### config.mk
export PLATFORM = sky130hd
export DESIGN_NAME = uab_autobaud
export DESIGN_NICKNAME = d
export VERILOG_FILES = /design/src/rtl/uab_autobaud.v
export VERILOG_INCLUDE_DIRS = /design/src /design/src/shared
export SDC_FILE = /design/constraint.sdc
export NUM_CORES = 1
export LEC_CHECK = 0
export ABC_AREA = 1
export BUFFER_PORTS_ARGS = -buffer_cell sky130_fd_sc_hd__buf_2
export CAP_MARGIN = 0
export CORE_MARGIN = 2
export CORE_UTILIZATION = 54
export DETAILED_ROUTE_END_ITERATION = 10
export PLACE_DENSITY = 0.85
export SLEW_MARGIN = 15
export SYNTH_ARGS = -nofsm -noshare
export SYNTH_HDL_FRONTEND = slang
export SYNTH_SLANG_ARGS = --single-unit
### constraint.sdc
create_clock -name pclk -period 2.5 [get_ports pclk]
set_clock_uncertainty 0.2 [all_clocks]
set_input_delay 0.375 -clock pclk [delete_from_list [all_inputs] [get_ports pclk]]
set_output_delay 0.375 -clock pclk [all_outputs]
set_load 0.005 [all_outputs]
### src/shared/uab_defines.vh
/*
  Constants of the auto-baud measurement block: register byte
  addresses on APB, field positions, reset values and counts.
  Assumes a 32-bit APB with word-aligned registers.
*/
`ifndef UAB_DEFINES_VH
`define UAB_DEFINES_VH

// ----------------------------------------------------------------
// Register byte addresses
// ----------------------------------------------------------------
`define UAB_ADDR_SCRATCH   32'h4000_801C
`define UAB_ADDR_CONTROL   32'h4000_8020
`define UAB_ADDR_DIVISOR   32'h4000_8040
`define UAB_ADDR_IRQ_EN    32'h4000_8044
`define UAB_ADDR_IRQ_ID    32'h4000_8048
`define UAB_ADDR_FRAC      32'h4000_804C

// ----------------------------------------------------------------
// Control register fields
// ----------------------------------------------------------------
`define UAB_CTL_START      0
`define UAB_CTL_MODE       1
`define UAB_CTL_RESTART    2
`define UAB_CTL_END_CLR    8
`define UAB_CTL_TO_CLR     9

// ----------------------------------------------------------------
// Interrupt enable and identification fields
// ----------------------------------------------------------------
`define UAB_IRQ_END        0
`define UAB_IRQ_TO         1
`define UAB_ID_BUSY        2

// ----------------------------------------------------------------
// Reset values and counts
// ----------------------------------------------------------------
`define UAB_SCRATCH_RST    8'h00
`define UAB_DIVISOR_RST    16'h0001
`define UAB_FRAC_RST       4'h0
`define UAB_PRESCALE_LAST  4'hF
`define UAB_FAST_PULSES    5'h10
`define UAB_COUNT_MAX      16'hFFFF

`endif

### src/rtl/uab_autobaud.v
/*
  Auto-baud rate measurement for a UART receiver, with the scratch
  byte register, all reached over APB.
  Also holds the divisor latches, the interrupt enables and flags and
  the fractional add value, so every result can be read back.
  Assumes rxd comes straight from a pin (synchronised here) and that
  the receive shift register outside obeys rsr_clear, rsr_fast and
  rsr_sample_pulse. The counter is sixteen bits of pclk/16 ticks, so
  the slowest measurable bit lasts about a million pclk cycles in mode 1, half that in mode 0.
*/
// Decided for this implementation: the APB slave port.
`include "uab_defines.vh"

module uab_autobaud (
  input  wire        pclk,
  input  wire        presetn,
  input  wire        psel,
  input  wire        penable,
  input  wire        pwrite,
  input  wire [31:0] paddr,
  input  wire [31:0] pwdata,
  output reg  [31:0] prdata,
  output wire        pready,
  output wire        pslverr,
  input  wire        rxd,
  output reg         rsr_clear,
  output reg         rsr_fast,
  output reg         rsr_sample_pulse,
  output wire [7:0]  divisor_low_latch,
  output wire [7:0]  divisor_high_latch,
  output wire        frac_enable,
  output wire        end_irq_flag,
  output wire        timeout_irq_flag
);

  // ----------------------------------------------------------------
  // States
  // ----------------------------------------------------------------
  // Idle, awaiting the start edge, timing the start bit, and timing
  // the least significant bit in the fall-to-fall method
  localparam [1:0] ST_IDLE  = 2'b00;
  localparam [1:0] ST_FALL  = 2'b01;
  localparam [1:0] ST_RISE  = 2'b10;
  localparam [1:0] ST_FALL2 = 2'b11;

  // ----------------------------------------------------------------
  // Address decode
  // ----------------------------------------------------------------
  function is_mapped;
    input [31:0] a;
    begin
      is_mapped = (a == `UAB_ADDR_SCRATCH) ||
                  (a == `UAB_ADDR_CONTROL) ||
                  (a == `UAB_ADDR_DIVISOR) ||
                  (a == `UAB_ADDR_IRQ_EN) ||
                  (a == `UAB_ADDR_IRQ_ID) ||
                  (a == `UAB_ADDR_FRAC);
    end
  endfunction

  wire access = psel & penable;
  wire wr_en  = access & pwrite & is_mapped(paddr);

  // One compare per writable register, shared by the write strobes below
  wire hit_scratch = (paddr == `UAB_ADDR_SCRATCH);
  wire hit_control = (paddr == `UAB_ADDR_CONTROL);
  wire hit_divisor = (paddr == `UAB_ADDR_DIVISOR);
  wire hit_irq_en  = (paddr == `UAB_ADDR_IRQ_EN);
  wire hit_frac    = (paddr == `UAB_ADDR_FRAC);

  wire wr_scratch  = wr_en & hit_scratch;
  wire wr_ctl      = wr_en & hit_control;
  wire wr_divisor  = wr_en & hit_divisor;
  wire wr_irq_en   = wr_en & hit_irq_en;
  wire wr_frac     = wr_en & hit_frac;

  // Every register answers within its single access cycle, so no
  // wait state is ever inserted
  assign pready  = 1'b1;
  assign pslverr = access & ~is_mapped(paddr);

  // ----------------------------------------------------------------
  // Registers
  // ----------------------------------------------------------------
  reg  [7:0]  scratch_reg;
  reg         start_reg;
  reg         mode_reg;
  reg         restart_reg;
  reg  [15:0] divisor_reg;
  reg         end_en_reg;
  reg         to_en_reg;
  reg         end_flag_reg;
  reg         to_flag_reg;
  reg  [3:0]  frac_reg;
  reg  [1:0]  state_reg;
  reg  [1:0]  state_next;
  reg  [15:0] count_reg;
  reg  [3:0]  presc_reg;
  reg  [4:0]  pulse_reg;
  reg         rx_meta_reg;
  reg         rx_sync_reg;
  reg         rx_prev_reg;
  reg  [31:0] rdata_next;

  // ----------------------------------------------------------------
  // Receive pin synchroniser and edges
  // ----------------------------------------------------------------
  always @(posedge pclk or negedge presetn) begin
    if (!presetn) begin
      rx_meta_reg <= 1'b1;
      rx_sync_reg <= 1'b1;
      rx_prev_reg <= 1'b1;
    end else begin
      rx_meta_reg <= rxd;
      rx_sync_reg <= rx_meta_reg;
      rx_prev_reg <= rx_sync_reg;
    end
  end

  // The third flop only remembers the last synchronised level; the
  // first stage feeds nothing but the second
  wire rx_fall = rx_prev_reg & ~rx_sync_reg;
  wire rx_rise = ~rx_prev_reg & rx_sync_reg;

  // ----------------------------------------------------------------
  // Measurement sequencing
  // ----------------------------------------------------------------
  // Software start and stop, seen on the write edge
  wire sw_start = wr_ctl & pwdata[`UAB_CTL_START] & ~start_reg;
  wire sw_stop  = wr_ctl & ~pwdata[`UAB_CTL_START];

  // The prescaler restarts with every run, so the first tick falls a
  // full sixteen cycles after the start edge
  wire counting = (state_reg == ST_RISE) || (state_reg == ST_FALL2);
  wire tick     = counting && (presc_reg == `UAB_PRESCALE_LAST);
  // Sixteen bits of ticks set the slowest rate that can be measured;
  // the sixteen-cycle prescaler tick sets the fastest
  wire overflow = tick && (count_reg == `UAB_COUNT_MAX);

  // Mode 0 spans start bit plus LSB, so halve it for one bit time
  wire [15:0] measured = mode_reg ? count_reg
                                  : {1'b0, count_reg[15:1]};

  // Overflow on the closing tick beats the closing edge, so a run
  // never loads a wrapped count
  wire done_m0 = (state_reg == ST_FALL2) && rx_fall && !overflow;
  wire done_m1 = (state_reg == ST_RISE) && mode_reg && rx_rise &&
                 !overflow;
  wire done    = done_m0 | done_m1;
  wire abort   = overflow & ~restart_reg;

  always @* begin
    state_next = state_reg;
    case (state_reg)
      ST_IDLE: begin
        if (sw_start)
          state_next = ST_FALL;
      end
      ST_FALL: begin
        if (rx_fall)
          state_next = ST_RISE;
      end
      ST_RISE: begin
        if (rx_rise)
          state_next = mode_reg ? ST_IDLE : ST_FALL2;
      end
      ST_FALL2: begin
        if (rx_fall)
          state_next = ST_IDLE;
      end
      default: state_next = ST_IDLE;
    endcase
    if (overflow)
      state_next = restart_reg ? ST_FALL : ST_IDLE;
    if (sw_stop)
      state_next = ST_IDLE;
  end

  always @(posedge pclk or negedge presetn) begin
    if (!presetn) begin
      state_reg <= ST_IDLE;
      count_reg <= 16'h0000;
      presc_reg <= 4'h0;
      pulse_reg <= 5'h00;
    end else begin
      state_reg <= state_next;
      if (sw_start || overflow) begin
        count_reg <= 16'h0000;
        presc_reg <= 4'h0;
      end else if (state_reg == ST_FALL) begin
        count_reg <= 16'h0000;
        presc_reg <= 4'h0;
      end else if (counting) begin
        presc_reg <= presc_reg + 4'h1;
        if (tick)
          count_reg <= count_reg + 16'h0001;
      end
      // Burst of fast sampling pulses from the start edge
      if (state_reg == ST_FALL && rx_fall)
        pulse_reg <= `UAB_FAST_PULSES;
      else if (pulse_reg != 5'h00 && state_reg != ST_IDLE)
        pulse_reg <= pulse_reg - 5'h01;
      else
        pulse_reg <= 5'h00;
    end
  end

  // ----------------------------------------------------------------
  // Shift register controls
  // ----------------------------------------------------------------
  // The shift register keeps its normal rate outside a run, so a
  // stopped run hands the receiver straight back to the latches.
  always @(posedge pclk or negedge presetn) begin
    if (!presetn) begin
      rsr_clear        <= 1'b0;
      rsr_fast         <= 1'b0;
      rsr_sample_pulse <= 1'b0;
    end else begin
      rsr_clear        <= sw_start;
      rsr_fast         <= (state_next != ST_IDLE);
      rsr_sample_pulse <= (pulse_reg != 5'h00) &&
                          (state_reg != ST_IDLE);
    end
  end

  // ----------------------------------------------------------------
  // Control, latches and flags
  // ----------------------------------------------------------------
  always @(posedge pclk or negedge presetn) begin
    if (!presetn) begin
      start_reg    <= 1'b0;
      mode_reg     <= 1'b0;
      restart_reg  <= 1'b0;
      divisor_reg  <= `UAB_DIVISOR_RST;
      end_en_reg   <= 1'b0;
      to_en_reg    <= 1'b0;
      end_flag_reg <= 1'b0;
      to_flag_reg  <= 1'b0;
      frac_reg     <= `UAB_FRAC_RST;
      scratch_reg  <= `UAB_SCRATCH_RST;
    end else begin
      if (wr_scratch)
        scratch_reg <= pwdata[7:0];
      if (wr_irq_en) begin
        end_en_reg <= pwdata[`UAB_IRQ_END];
        to_en_reg  <= pwdata[`UAB_IRQ_TO];
      end
      // Kept so software can hold the fractional stage off during a run
      if (wr_frac)
        frac_reg <= pwdata[3:0];
      if (wr_ctl) begin
        mode_reg    <= pwdata[`UAB_CTL_MODE];
        restart_reg <= pwdata[`UAB_CTL_RESTART];
      end
      // An ending run beats a rewrite of the start bit; otherwise the
      // bit would read as pending with nothing left to clear it
      if (done || abort)
        start_reg <= 1'b0;
      else if (wr_ctl)
        start_reg <= pwdata[`UAB_CTL_START];
      // Hardware result wins over a software write in the same cycle
      if (done)
        divisor_reg <= measured;
      else if (wr_divisor)
        divisor_reg <= pwdata[15:0];
      // Setting beats clearing when both land together
      if (done && end_en_reg)
        end_flag_reg <= 1'b1;
      else if (wr_ctl && pwdata[`UAB_CTL_END_CLR])
        end_flag_reg <= 1'b0;
      if (overflow && to_en_reg)
        to_flag_reg <= 1'b1;
      else if (wr_ctl && pwdata[`UAB_CTL_TO_CLR])
        to_flag_reg <= 1'b0;
    end
  end

  // ----------------------------------------------------------------
  // Read data, captured in the setup cycle
  // ----------------------------------------------------------------
  // The word is built here and registered once, so prdata holds
  // steady through the whole access phase
  always @* begin
    rdata_next = 32'h0000_0000;
    case (paddr)
      `UAB_ADDR_SCRATCH: rdata_next[7:0] = scratch_reg;
      `UAB_ADDR_CONTROL: begin
        rdata_next[`UAB_CTL_START]   = start_reg;
        rdata_next[`UAB_CTL_MODE]    = mode_reg;
        rdata_next[`UAB_CTL_RESTART] = restart_reg;
      end
      `UAB_ADDR_DIVISOR: rdata_next[15:0] = divisor_reg;
      `UAB_ADDR_IRQ_EN: begin
        rdata_next[`UAB_IRQ_END] = end_en_reg;
        rdata_next[`UAB_IRQ_TO]  = to_en_reg;
      end
      `UAB_ADDR_IRQ_ID: begin
        rdata_next[`UAB_IRQ_END] = end_flag_reg;
        rdata_next[`UAB_IRQ_TO]  = to_flag_reg;
        rdata_next[`UAB_ID_BUSY] = (state_reg != ST_IDLE);
      end
      `UAB_ADDR_FRAC: rdata_next[3:0] = frac_reg;
      default: rdata_next = 32'h0000_0000;
    endcase
  end

  always @(posedge pclk or negedge presetn) begin
    if (!presetn)
      prdata <= 32'h0000_0000;
    else if (psel && !penable && !pwrite)
      prdata <= rdata_next;
  end

  // ----------------------------------------------------------------
  // Outputs
  // ----------------------------------------------------------------
  assign divisor_low_latch  = divisor_reg[7:0];
  assign divisor_high_latch = divisor_reg[15:8];
  // Zero add value bypasses the fractional stage entirely
  assign frac_enable        = (frac_reg != 4'h0);
  assign end_irq_flag       = end_flag_reg;
  assign timeout_irq_flag   = to_flag_reg;

endmodule // uab_autobaud

==> qor.yml <==
outcome:
  run_status: "finished clean"
clock_tree:
  htreeDepth: 3
  cts_tree: "done"
  clkLatencyLatePin_ps: 360
  cts_sinks: 84
  clockBufferDepth: 2
  clk_pin_slew_worst_paths_ps: 90
  numCtsBuffers: 9
  cts-root-buf: "clkbuf_8"
hold_path:
  hold_class: "in2reg"
  hold_depth: 3
  hp-start: "pwdata[7]"
  holdPathEnd: "scratch_reg[7]"
setup_path:
  crit_path_end_kind: "register"
  reg2reg_from: "count_reg[1]"
  cp.required_ps: 2550
  cp-start-kind: "register"
  max_stage_delay_ps: 410
  crit_chain: "ha_1 -> nand3_2 -> nor2_2 -> nand2_1 -> nor2_4 -> nand2_2 -> nor2_4 -> nor2_4 -> nand2_8 -> nand2_4 -> nand2_1 -> nand2_1"
  slowest_stage: "dfrtp_1"
  rr_worst_depth: 12
  crit_path_max_fanout: 34
  path_class: "reg2reg"
  r2r_setup_slack_ps: 190
  worst-endpoint-arrival_ps: 2360
  reg2reg_to: "divisor_reg[9]"
synth:
  ys_async_sr_fraction: 1.00
  yosysMostFrequentCell: "nand2_1"
  synth.top_cell.area_share: 0.404
  synthAdderAreaFrac: 0.00757
  synth_xor_area_frac: 0.00883
  seq_area_frac_synth: 0.425
  yosys_register_bits: 84
  syn_inst: 679
  yosys.area_share.simple: 0.369
  synth_top_family_by_area: "simple AND/OR/NAND/NOR gates"
  synthFlopType: "dfrtp_1"
  yosysUniqueCellTypes: 39
  muxShareOfSynthArea: 0.0144
  synth_warnings: 0
  synth_top_area_cell: "dfrtp_1"
  netlist_area_um2: 4960
  synth_compound_area_frac: 0.0790
  synth_common_cells: "214 x nand2_1, 80 x dfrtp_1, 77 x nor2_1"
  ys_top_cells_by_area: "dfrtp_1 40%, nand2_1 16%, nor2_1 5.8%"
  synth_area_per_cell_um2: 7.30
  synth_edf_count: 0
placement:
  gp_congestion: 0.898
  place_ws_ps: 42.4
  numPortBuffers: 92
  hpwlAfterDp_mm: 8.86
  place_area_um2: 5490
sta:
  rsz0062_at_grt: "false"
  fmaxAchievable_mhz: 432
  finalHoldViolCount: 0
  fin_setup_tns_ps: 0
  slew_viol_final: 0
  fin_crit_sh: 0.926
  worst_slack_ps: 186
  setup_viol: 0
  timing.hold.ws_ps: 54.8
  min_period_ps: 2310
global_route:
  track_usage: 0.241
  grt_max_degree: 46
  use_met1: 0.319
  grt_use_met2: 0.404
  grt_antenna_before_repair: 0
  grt_pass1_vias: 4248
  gr-usage-met3: 0.0418
  grt_pass1_wl_mm: 19.5
  gr-max-usage-layer: "met2"
  grt-ovfl-total: 0
die:
  core_um2: 8810
  io-pin-count: 126
  dieArea_um2: 9970
  start_util: 0.563
  die_y_um: 99.8
  rows: 34
  die_w_um: 99.8
detailed_routing:
  ant_nets: 0
  vias: 4731
  route.detailed.drc: 0
  wl_per_cell_um: 13.3
  viasPerCell: 5.32
  initialDrtViolationCount: 340
  drt_pass1_iterations: 5
  routed_wl_mm: 11.8
finish:
  n_antenna_cell: 0
  fin_nets: 850
  multi_input_area_um2: 2440
  final_design_area_no_fill_um2: 5730
  regArea_um2: 2110
  layout-drive-gt1-share: 0.202
  fill_cells: 747
  areaGrowthSynthToFinish_pct: 15.6
run:
  maxCapViolations: 0
power:
  p_leak_nw: 3.07
  vdd_ir_drop_max_mv: 0.329
  power_density_nw_per_um2: 586
## layout make-up
cell class                      instances  share of cell area
Multi-Input combinational cell        510               0.425
Sequential cell                        84               0.368
Timing Repair Buffer                  110               0.107
Inverter                               62              0.0406
Tap cell                              108              0.0236
Clock buffer                            9              0.0216
Clock inverter                          7              0.0140
## cell families (layout without fill, tap and decap cells)
logic type | count (synthesis) | after routing
xor gates and xnor gates | 5 | 5
buffers and inverters | 100 | 188
other | 2 | 17
adders and majority gates | 3 | 3
and+or+nand+nor | 405 | 405
muxes | 7 | 7
AOI/OAI and AO/OA | 73 | 73
DFF | 84 | 84
## worst max path at each step
stage / from / end / slack [ps]
floorplan: count_reg[0] / divisor_reg[10] / 500
global placement: count_reg[1] / divisor_reg[9] / 150
detailed placement: count_reg[1] / divisor_reg[9] / 40
CTS: count_reg[1] / divisor_reg[9] / 30
global route: count_reg[1] / divisor_reg[1] / 20
finish: count_reg[1] / divisor_reg[9] / 190
## layer usage
| metal | part of all wire | vias up |
|---|---|---|
| met5 | 0 | - |
| met4 | 0.013 | 0 |
| met3 | 0.058 | 16 |
| met2 | 0.49 | 164 |
| met1 | 0.44 | 2191 |
| li1 | - | 2360 |
## cell usage in the layout (no fill, tap or decap), types with 16 or more instances in the layout
cell type,count
a21oi_1,17
inv_1,59
nand3_1,56
o21ai_0,47
nand2_1,214
nor2_1,77
buf_2,91
buf_4,16
conb_1,17
dfrtp_1,80
nand4_1,26
## where the power goes
part | switching (mW) | internal (mW)
Combinational | 0.318 | 0.298
Clock | 0.533 | 0.476
Sequential | 0.173 | 1.56
## worst max-delay path, delay by kind of cell, from the launching register on
kind          cells  cell delay, ps
simple gates     11            1360
flops             1             410
fa+ha+maj         1             220
## timing repair
action	CTS	global route
hold endpoints to repair	81	0
hold buffers	2	0
buffers inserted	0	3
endpoints found under the setup margin	0	17
resized for setup	0	0
## metrics by stage
step	utilization	instances	power (mW)
6_report	0.651	890	3.36
5_1_grt	0.651	890	3.55
4_1_cts	0.648	887	3.38
3_5_place_dp	0.623	869	2.37
3_3_place_gp	0.623	869	2.34
2_1_floorplan	-	694	2.05
Power figures use the tool's default switching activity.
